### config.mk
export PLATFORM = sky130hd
export DESIGN_NAME = pport_regs
export DESIGN_NICKNAME = d
export VERILOG_FILES = /design/src/shared/pport_pkg.sv /design/src/verilog/port_word_fifo.sv /design/src/verilog/pport_regs.sv
export SDC_FILE = /design/constraint.sdc
export NUM_CORES = 1
export LEC_CHECK = 0
export BUFFER_PORTS_ARGS = -buffer_cell sky130_fd_sc_hd__buf_2
export CORE_ASPECT_RATIO = 1.1
export CORE_MARGIN = 10
export CORE_UTILIZATION = 25
export DETAILED_ROUTE_END_ITERATION = 12
export SYNTH_ARGS = -nofsm -noshare
export SYNTH_HDL_FRONTEND = slang
export SYNTH_SLANG_ARGS = --single-unit
### constraint.sdc
create_clock -name ref_clk_i -period 6.75 [get_ports ref_clk_i]
set_input_delay 0.675 -clock ref_clk_i [delete_from_list [all_inputs] [get_ports ref_clk_i]]
set_output_delay 0.675 -clock ref_clk_i [all_outputs]
set_load 0.02 [all_outputs]
### src/shared/pport_pkg.sv
// Package with offsets, fields, reset values, modes and timing of the parallel port register file.
package pport_pkg;
    // Register offsets relative to the selected base; bit 10 selects the upper bank.
    localparam logic [10:0] OFF_DATA = 11'h000;
    localparam logic [10:0] OFF_STATUS = 11'h001;
    localparam logic [10:0] OFF_CONTROL = 11'h002;
    localparam logic [10:0] OFF_FIFO = 11'h400;
    localparam logic [10:0] OFF_CFG_B = 11'h401;
    localparam logic [10:0] OFF_MODE = 11'h402;
    localparam logic [9:0] REG_SPAN = 10'h003;
    // Selectable base addresses.
    localparam logic [9:0] BASE_0 = 10'h3bc;
    localparam logic [9:0] BASE_1 = 10'h278;
    localparam logic [9:0] BASE_2 = 10'h378;
    // Operating modes held in the mode field.
    typedef enum logic [2:0] {
        MODE_STD = 3'b000,
        MODE_BYTE = 3'b001,
        MODE_COMPAT = 3'b010,
        MODE_EXT = 3'b011,
        MODE_TEST = 3'b110,
        MODE_CFG = 3'b111
    } mode_t;
    // Field positions of line_control and mode_control_ext.
    localparam int CTL_DIR = 5;
    localparam int CTL_ACK_IE = 4;
    localparam int CTL_SELIN = 3;
    localparam int CTL_INIT = 2;
    localparam int CTL_AUTOFD = 1;
    localparam int CTL_STROBE = 0;
    localparam int MODE_LSB = 5;
    localparam int MODE_FULL = 1;
    localparam int MODE_EMPTY = 0;
    // Reset values.
    localparam logic [7:0] DATA_RST = 8'h00;
    localparam logic [7:0] CONTROL_RST = 8'h04;
    localparam logic [7:0] MODE_RST = 8'h00;
    // Configuration A: 16-bit port word, full flag does not count the word held by the transmitter.
    localparam logic [7:0] CFG_A_VAL = 8'h04;
    // Least data setup time before the write pulse.
    localparam int CLK_NS = 20;
    localparam int SETUP_NS = 500;
    localparam int SETUP_CYC = (SETUP_NS + CLK_NS - 1) / CLK_NS;
    // Transmitter states.
    typedef enum logic [1:0] {
        TX_IDLE = 2'b00,
        TX_SETUP = 2'b01,
        TX_STROBE = 2'b10
    } tx_state_t;
endpackage

### src/verilog/port_word_fifo.sv
// Synchronous FIFO with valid and ready on both sides.
`timescale 1ns/1ps
module port_word_fifo #(
    parameter int WIDTH = 17,
    parameter int DEPTH = 8
) (
    input wire logic ref_clk_i,
    input wire logic rst_n_i,
    input wire logic clear_i,
    input wire logic in_valid_i,
    output logic in_ready_o,
    input wire logic [WIDTH-1:0] in_data_i,
    output logic out_valid_o,
    input wire logic out_ready_i,
    output logic [WIDTH-1:0] out_data_o
);
    localparam int AW = $clog2(DEPTH);
    logic [WIDTH-1:0] mem_q [DEPTH];
    logic [AW-1:0] wr_q, rd_q;
    logic [AW:0] cnt_q;
    wire push = in_valid_i & in_ready_o;
    wire pop = out_valid_o & out_ready_i;
    wire [AW-1:0] wr_nx = (wr_q == AW'(DEPTH - 1)) ? '0 : wr_q + 1'b1;
    wire [AW-1:0] rd_nx = (rd_q == AW'(DEPTH - 1)) ? '0 : rd_q + 1'b1;

    // Full and empty come straight from the fill count.
    assign in_ready_o = cnt_q != (AW + 1)'(DEPTH);
    assign out_valid_o = cnt_q != '0;
    assign out_data_o = mem_q[rd_q];

    // Storage is written without reset.
    always_ff @(posedge ref_clk_i) begin
        if (push) begin
            mem_q[wr_q] <= in_data_i;
        end
    end

    // Pointers and count; a clear empties the queue.
    always_ff @(posedge ref_clk_i) begin
        if (!rst_n_i || clear_i) begin
            wr_q <= '0;
            rd_q <= '0;
            cnt_q <= '0;
        end else begin
            if (push) wr_q <= wr_nx;
            if (pop) rd_q <= rd_nx;
            if (push && !pop) cnt_q <= cnt_q + 1'b1;
            else if (pop && !push) cnt_q <= cnt_q - 1'b1;
        end
    end
endmodule

### src/verilog/pport_regs.sv
// Register file, bus decode and forward FIFO transmitter of the parallel port.
`timescale 1ns/1ps
module pport_regs #(
    parameter int FIFO_DEPTH = 8,
    parameter int FIFO_WIDTH = 17
) (
    input wire logic ref_clk_i,
    input wire logic rst_n_i,
    input wire logic [1:0] base_sel_i,
    input wire logic [10:0] isa_addr_i,
    input wire logic [15:0] isa_data_i,
    output logic [15:0] isa_data_o,
    output logic isa_data_oe_n_o,
    input wire logic io_rd_n_i,
    input wire logic io_wr_n_i,
    output logic io_cs16_n_o,
    output logic dma_req_o,
    input wire logic dma_ack_n_i,
    output logic irq_o,
    input wire logic [7:0] pdata_i,
    output logic [7:0] pdata_o,
    output logic pdata_oe_n_o,
    input wire logic busy_i,
    input wire logic peripheral_ack_n_i,
    input wire logic paper_error_line_i,
    input wire logic select_i,
    input wire logic peripheral_fault_n_i,
    output logic write_pulse_line_n_o,
    output logic write_pulse_line_n_oe_n_o,
    output logic auto_feed_line_n_o,
    output logic auto_feed_line_n_oe_n_o,
    output logic initialize_line_n_o,
    output logic initialize_line_n_oe_n_o,
    output logic select_in_line_n_o,
    output logic select_in_line_n_oe_n_o
);

    logic [7:0] data_q, control_q, mode_reg_q, pdata_q;
    logic [15:0] rdata_q;
    logic rd_n_q, wr_n_q, ack_n_q, irq_q;
    pport_pkg::tx_state_t tx_q;
    logic [FIFO_WIDTH-1:0] tx_word_q;
    logic tx_hi_q;
    logic [7:0] cnt_q;

    // Base selection and offset decode relative to the chosen base.
    wire [9:0] base = (base_sel_i == 2'd0) ? pport_pkg::BASE_0 :
                      (base_sel_i == 2'd1) ? pport_pkg::BASE_1 : pport_pkg::BASE_2;
    wire [9:0] rel = isa_addr_i[9:0] - base;
    wire hit = rel < pport_pkg::REG_SPAN;
    wire [10:0] off = {isa_addr_i[10], rel};
    wire dma = !dma_ack_n_i;
    wire rd_take = rd_n_q & !io_rd_n_i;
    wire wr_take = wr_n_q & !io_wr_n_i;

    // Mode, effective direction and selection of the mode-dependent registers.
    wire [2:0] mode = mode_reg_q[pport_pkg::MODE_LSB +: 3];
    wire std_like = (mode == pport_pkg::MODE_STD) || (mode == pport_pkg::MODE_COMPAT);
    wire dir_rev = control_q[pport_pkg::CTL_DIR] & !std_like;
    wire sel_data = hit && off == pport_pkg::OFF_DATA &&
                    (mode == pport_pkg::MODE_STD || mode == pport_pkg::MODE_BYTE);
    wire sel_afifo = hit && off == pport_pkg::OFF_DATA && mode == pport_pkg::MODE_EXT;
    wire sel_status = hit && off == pport_pkg::OFF_STATUS;
    wire sel_ctl = hit && off == pport_pkg::OFF_CONTROL;
    wire sel_mode = hit && off == pport_pkg::OFF_MODE;
    wire fifo_mode = mode == pport_pkg::MODE_COMPAT || mode == pport_pkg::MODE_EXT ||
                     mode == pport_pkg::MODE_TEST;
    wire sel_fifo = (hit && off == pport_pkg::OFF_FIFO && fifo_mode) || (dma && fifo_mode);
    wire sel_cfg_a = hit && off == pport_pkg::OFF_FIFO && mode == pport_pkg::MODE_CFG;
    wire sel_cfg_b = hit && off == pport_pkg::OFF_CFG_B && mode == pport_pkg::MODE_CFG;

    // The FIFO port is the only word-wide location; all others are bytes.
    assign io_cs16_n_o = !sel_fifo;

    // FIFO fill side: whole words at 0x400 or tagged single bytes at offset 0.
    wire fifo_in_ready, fifo_out_valid;
    wire [FIFO_WIDTH-1:0] fifo_head;
    wire push_word = wr_take && sel_fifo && !dir_rev;
    wire push_tag = wr_take && sel_afifo && !dir_rev;
    wire [FIFO_WIDTH-1:0] fifo_in = push_tag ? {1'b1, 8'h00, isa_data_i[7:0]}
                                             : {1'b0, isa_data_i};
    wire test_pop = rd_take && sel_fifo && mode == pport_pkg::MODE_TEST;
    wire tx_en = (mode == pport_pkg::MODE_COMPAT || mode == pport_pkg::MODE_EXT) && !dir_rev;
    wire tx_load = tx_q == pport_pkg::TX_IDLE && tx_en && fifo_out_valid;
    wire mode_wr = wr_take && sel_mode;
    wire [2:0] new_mode = isa_data_i[pport_pkg::MODE_LSB +: 3];
    wire fifo_clear = mode_wr && (new_mode == pport_pkg::MODE_STD || new_mode == pport_pkg::MODE_BYTE);

    port_word_fifo #(
        .WIDTH(FIFO_WIDTH),
        .DEPTH(FIFO_DEPTH)
    ) u_fifo (
        .ref_clk_i(ref_clk_i),
        .rst_n_i(rst_n_i),
        .clear_i(fifo_clear),
        .in_valid_i(push_word | push_tag),
        .in_ready_o(fifo_in_ready),
        .in_data_i(fifo_in),
        .out_valid_o(fifo_out_valid),
        .out_ready_i(tx_load | test_pop),
        .out_data_o(fifo_head)
    );

    // DMA asks for a word only while the FIFO can take one.
    assign dma_req_o = fifo_mode && !dir_rev && fifo_in_ready && mode != pport_pkg::MODE_TEST;

    // Read multiplexer; unmapped offsets read as zero.
    wire [7:0] status_val = {~busy_i, peripheral_ack_n_i, paper_error_line_i, select_i,
                             peripheral_fault_n_i, 3'b000};
    wire [7:0] ctl_val = {2'b00, control_q[5:0]};
    wire [7:0] mode_val = {mode_reg_q[7:2], !fifo_in_ready, !fifo_out_valid};
    wire [15:0] rmux = sel_data ? {8'h00, pdata_i} :
                       sel_status ? {8'h00, status_val} :
                       sel_ctl ? {8'h00, ctl_val} :
                       sel_mode ? {8'h00, mode_val} :
                       sel_fifo ? fifo_head[15:0] :
                       sel_cfg_a ? {8'h00, pport_pkg::CFG_A_VAL} :
                       sel_cfg_b ? {8'h00, 1'b0, irq_q, 6'b000000} : 16'h0000;
    assign isa_data_o = rdata_q;
    assign isa_data_oe_n_o = io_rd_n_i || !(hit || dma);

    // Command edges are taken on the clock; no wait state exists at all.
    always_ff @(posedge ref_clk_i) begin
        if (!rst_n_i) begin
            rd_n_q <= 1'b1;
            wr_n_q <= 1'b1;
            rdata_q <= 16'h0000;
        end else begin
            rd_n_q <= io_rd_n_i;
            wr_n_q <= io_wr_n_i;
            if (rd_take) rdata_q <= rmux;
        end
    end

    // Software-written registers.
    always_ff @(posedge ref_clk_i) begin
        if (!rst_n_i) begin
            data_q <= pport_pkg::DATA_RST;
            control_q <= pport_pkg::CONTROL_RST;
            mode_reg_q <= pport_pkg::MODE_RST;
        end else begin
            if (wr_take && sel_data) data_q <= isa_data_i[7:0];
            if (wr_take && sel_ctl) control_q <= isa_data_i[7:0];
            if (mode_wr) mode_reg_q <= isa_data_i[7:0];
        end
    end

    // Acknowledge edge detection gives a one-cycle interrupt pulse.
    always_ff @(posedge ref_clk_i) begin
        if (!rst_n_i) begin
            ack_n_q <= 1'b1;
            irq_q <= 1'b0;
        end else begin
            ack_n_q <= peripheral_ack_n_i;
            irq_q <= control_q[pport_pkg::CTL_ACK_IE] & !ack_n_q & peripheral_ack_n_i;
        end
    end
    assign irq_o = irq_q;

    // Transmitter: set up the byte, wait for busy low, strobe until busy rises.
    wire setup_done = cnt_q >= 8'(pport_pkg::SETUP_CYC - 1);
    wire single = tx_word_q[16];
    always_ff @(posedge ref_clk_i) begin
        if (!rst_n_i) begin
            tx_q <= pport_pkg::TX_IDLE;
            tx_word_q <= '0;
            tx_hi_q <= 1'b0;
            cnt_q <= 8'h00;
        end else begin
            case (tx_q)
                pport_pkg::TX_IDLE: begin
                    cnt_q <= 8'h00;
                    tx_hi_q <= 1'b0;
                    if (tx_load) begin
                        tx_word_q <= fifo_head;
                        tx_q <= pport_pkg::TX_SETUP;
                    end
                end
                pport_pkg::TX_SETUP: begin
                    if (!setup_done) cnt_q <= cnt_q + 8'h01;
                    else if (!busy_i) tx_q <= pport_pkg::TX_STROBE;
                end
                pport_pkg::TX_STROBE: begin
                    if (busy_i) begin
                        cnt_q <= 8'h00;
                        if (!tx_hi_q && !single) begin
                            tx_hi_q <= 1'b1;
                            tx_q <= pport_pkg::TX_SETUP;
                        end else begin
                            tx_q <= pport_pkg::TX_IDLE;
                        end
                    end
                end
                default: tx_q <= pport_pkg::TX_IDLE;
            endcase
        end
    end

    // Data lines: the transmitter's byte while active, else the data register.
    wire tx_act = tx_q != pport_pkg::TX_IDLE;
    wire [7:0] tx_byte = tx_hi_q ? tx_word_q[15:8] : tx_word_q[7:0];
    always_ff @(posedge ref_clk_i) begin
        if (!rst_n_i) pdata_q <= 8'h00;
        else pdata_q <= tx_act ? tx_byte : data_q;
    end
    assign pdata_o = pdata_q;
    assign pdata_oe_n_o = dir_rev;

    // Control lines; register bits force the line active over the machine.
    wire hw_strobe = tx_q == pport_pkg::TX_STROBE;
    wire hw_autofd = tx_act && single && mode == pport_pkg::MODE_EXT;
    wire [3:0] line_val = {~control_q[pport_pkg::CTL_SELIN], control_q[pport_pkg::CTL_INIT],
                           ~(control_q[pport_pkg::CTL_AUTOFD] | hw_autofd),
                           ~(control_q[pport_pkg::CTL_STROBE] | hw_strobe)};
    wire [3:0] line_oe_n;
    for (genvar i = 0; i < 4; i++) begin : g_line
        // Open-collector drives only lows in mode 000; push-pull elsewhere.
        assign line_oe_n[i] = (mode == pport_pkg::MODE_STD) ? line_val[i] : 1'b0;
    end
    assign write_pulse_line_n_o = line_val[0];
    assign auto_feed_line_n_o = line_val[1];
    assign initialize_line_n_o = line_val[2];
    assign select_in_line_n_o = line_val[3];
    assign write_pulse_line_n_oe_n_o = line_oe_n[0];
    assign auto_feed_line_n_oe_n_o = line_oe_n[1];
    assign initialize_line_n_oe_n_o = line_oe_n[2];
    assign select_in_line_n_oe_n_o = line_oe_n[3];
endmodule

==> reports/metrics.csv <==
metric,value,unit
cts hold-fix bufs,0,
Setup TNS,0,ns
Critical Path Start,base_sel_i[0],
min cycle time layout,4.26,ns
CTS tree,yes,
area share of the largest cell type after synthesis,42.0,%
Final Wtd Congestion,0.795,
Nets,864,
crit path to,u_fifo.cnt_q[3],
Netlist cell types,69,
RR Endpoint,u_fifo.cnt_q[3],
Crit Path Class,input port to flip-flop,
Final Cycle Share,63.1,%
Chip Width,208,um
Yosys top cell by area,edfxtp_1,
total wire length,24.3,mm
Power per Cell Area,246,mW/mm2
TritonCTS buffer count,23,
Sw Pwr,580,uW
prevailing post-synth register cell,edfxtp_1,
final hold vios,0,
Final Max Tran Viols,0,
largest net degree at the start of global routing,73,
worst vdd ir,0.000189,V
Synth Register Bits,225,
crit-path cells,buf_2 -> or3_1 -> ha_1 -> nand3_1 -> nor2_1 -> a2111oi_0 -> and4_1 -> a31oi_1 -> nor3_2 -> ha_1 -> inv_1 -> ha_1 -> a21o_1 -> a21oi_1 -> xnor2_1 -> nor2_1 -> xnor2_1 -> nor2_1,
"Avg Cell Area, Syn",13.5,um2
vias in the first global route,6099,
clk root buf,clkbuf_16,
Die H,227,um
Post-CTS Repair Setup Buffers,0,
fmax,0.235,GHz
Hold Path Class,input port to flip-flop,
die area,0.0472,mm2
reg2reg start,u_fifo.cnt_q[0],
Worst-path clk slew,0.06,ns
CTS sink cnt,225,
HPWL after DPL,16.8,mm
Initial Util,25.4,%
Synth area leaders,"edfxtp_1, dfxtp_1, mux4_2",
sw frac,20.5,%
Final ANT Viol Nets,0,
unrepaired setup endpoints after global routing,no,
Core Area,0.0383,mm2
arrival time at the worst endpoint,4.63,ns
layout cells sized above 1,24.5,%
highest fanout seen on the critical path,7,
DR pass1 iterations,4,
Max Cap Violations,0,
Synth async-reset ratio,0,%
H-tree levels,1,
global-route wire length before repair,37.3,mm
initial antenna violation count,6,
"Setup violations, final",0,
routed vias,6153,
gr ovfl total,0,
Int Power,2250,uW
Placed Instances,1279,
worst rel slew slack,26.0,%
I/O pin count,84,
"EDFF count, synth",136,
clock buffer depth,3,
# port buffers,83,
DRT iter0 DRCs,438,
Least-Margin Pin Slew,1.11,ns
Filler cells,3853,
# resized after CTS,0,
Comb power frac,3.7,%
Placement Rows,75,
Gate Count Post-Synth,720,
Reg2Reg Setup Slack,3.30,ns
Pleak,0.00401,uW
Yosys Warn Count,0,
Worst-Skew Late Latency,0.50,ns
DR WL/cell,18.4,um
clock power share,44.8,%
critical path startpoint category,input port,
post-synth net total,780,
Worst R2R Path Depth,13,
Fin Clk Skew,0.0106,ns
post-synthesis sequential area ratio,60.4,%
Worst path max stage delay,0.56,ns
Layout area overhead,18.5,%
kind of end point of the critical path,flip-flop,
run status,"complete, no violations",
power share of the sequential group,51.5,%
GRT Total Usage,9.92,%
Finished Layout Cells,1322,
Critical Path RT,7.12,ns
slowest CP cell,a2111oi_0,
Synth Cell Area,0.00972,mm2
DRC,0,
vias per cell,4.65,
cell usage in the layout (no fill, tap or decap), types with 4 or more instances in the layout:
cell	synthesis	layout
o21ai_0	20	20
or3_1	6	6
nand3_1	7	7
a31oi_1	7	7
nand2_1	38	38
clkbuf_1	26	4
a21o_1	5	5
a211oi_1	5	5
clkbuf_16	0	23
buf_4	1	15
mux2i_1	50	50
and2_1	9	9
nor3b_2	0	4
and3_1	6	6
ha_1	12	12
a21oi_1	18	18
dfxtp_1	89	88
o21a_1	6	6
nor2b_1	46	46
xnor2_1	6	6
mux4_2	34	34
nand2b_1	12	12
nor3_1	16	14
inv_1	13	13
nor2_1	46	46
nor3_2	2	4
buf_2	4	83
mux2_2	10	10
a22oi_1	9	9
clkbuf_8	0	4
o211a_1	16	16
edfxtp_1	136	136
how the worst min path moves through the flow:
stage / to / from / cells after the start
final: wr_n_q / io_wr_n_i / 2
after global routing: wr_n_q / io_wr_n_i / 2
after CTS: wr_n_q / io_wr_n_i / 2
after detailed placement: cnt_q[4] / cnt_q[4] / 2
after global placement: cnt_q[4] / cnt_q[4] / 2
after floorplan: cnt_q[4] / cnt_q[4] / 2
metrics by stage:
stage	total power, uW	worst slack, ns	cell area, um2	util (%)	hold WS, ns
after floorplan	1540	2.11	9720	-	0.429
after global placement	1590	2.09	10700	28.1	0.445
after detailed placement	1590	2.06	10700	28.1	0.453
after CTS	2870	2.57	11500	30.1	0.357
after global routing	2930	2.15	11500	30.1	0.379
final	2830	2.49	11500	30.1	0.381
state kept, by name (all words and copies together) (netlist names), named ones only:
name,cells
wr_n_q,1
u_fifo.cnt_q,4
ack_n_q,1
mode_reg_q,6
irq_o,1
tx_q,2
tx_hi_q,1
u_fifo.rd_q,3
isa_data_o,16
cnt_q,8
pdata_o,8
control_q,6
rd_n_q,1
tx_word_q,17
data_q,8
u_fifo.wr_q,3
u_fifo.mem_q,136
Yosys cell counts, types with 7 or more instances:
| cell | instances |
|---|---|
| nand3_1 | 7 |
| nand2_1 | 38 |
| nand2b_1 | 12 |
| and2_1 | 9 |
| clkbuf_1 | 26 |
| inv_1 | 13 |
| buf_1 | 7 |
| a21oi_1 | 18 |
| o211a_1 | 16 |
| mux4_2 | 34 |
| mux2_2 | 10 |
| nor2b_1 | 46 |
| dfxtp_1 | 89 |
| nor3_1 | 16 |
| nor2_1 | 46 |
| mux2i_1 | 50 |
| edfxtp_1 | 136 |
| ha_1 | 12 |
| a31oi_1 | 7 |
| o21ai_0 | 20 |
| a22oi_1 | 9 |
metal layers:
layer	GRT usage (%)	vias to the layer above	routed length, um
li1	-	2899	-
met1	13.0	3016	10900
met2	15.7	181	11100
met3	2.42	47	1550
met4	3.34	10	653
met5	0	-	58
worst max-delay path, delay by kind of cell:
kind / cells / cell delay (ns)
buf+inv: 2 / 0.22
fa+ha+maj: 3 / 0.77
compound gates: 4 / 1.06
xor+xnor: 2 / 0.27
simple gates: 7 / 1.62
area by class of cell:
| cell class | count | area, um2 | area share [%] |
|---|---|---|---|
| antenna | 1 | 2.50 | 0.0217 |
| clock buffer | 34 | 661 | 5.74 |
| clock inverter | 8 | 101 | 0.880 |
| inverter | 14 | 52.6 | 0.456 |
| multi-input combinational | 442 | 3680 | 31.9 |
| sequential | 225 | 5870 | 51.0 |
| tap | 500 | 626 | 5.43 |
| timing repair buffer | 98 | 528 | 4.59 |
kinds of logic after synthesis:
kind of cell | Yosys count | share of synthesized area, %
buffers and inverters | 53 | 2.21
DFF | 225 | 60.4
adders and majority gates | 13 | 1.75
AOI/OAI and AO/OA | 115 | 9.09
and+or+nand+nor | 211 | 11.6
muxes | 94 | 14.2
xor gates and xnor gates | 9 | 0.811
power groups by stage:
stage | clock [uW] | sequential [uW] | combinational (uW)
6_report | 1270 | 1460 | 105
5_1_grt | 1360 | 1460 | 115
4_1_cts | 1310 | 1460 | 105
3_5_place_dp | 0 | 1490 | 104
3_3_place_gp | 0 | 1490 | 103
2_1_floorplan | 0 | 1490 | 51.9
Power figures use the tool's default switching activity.
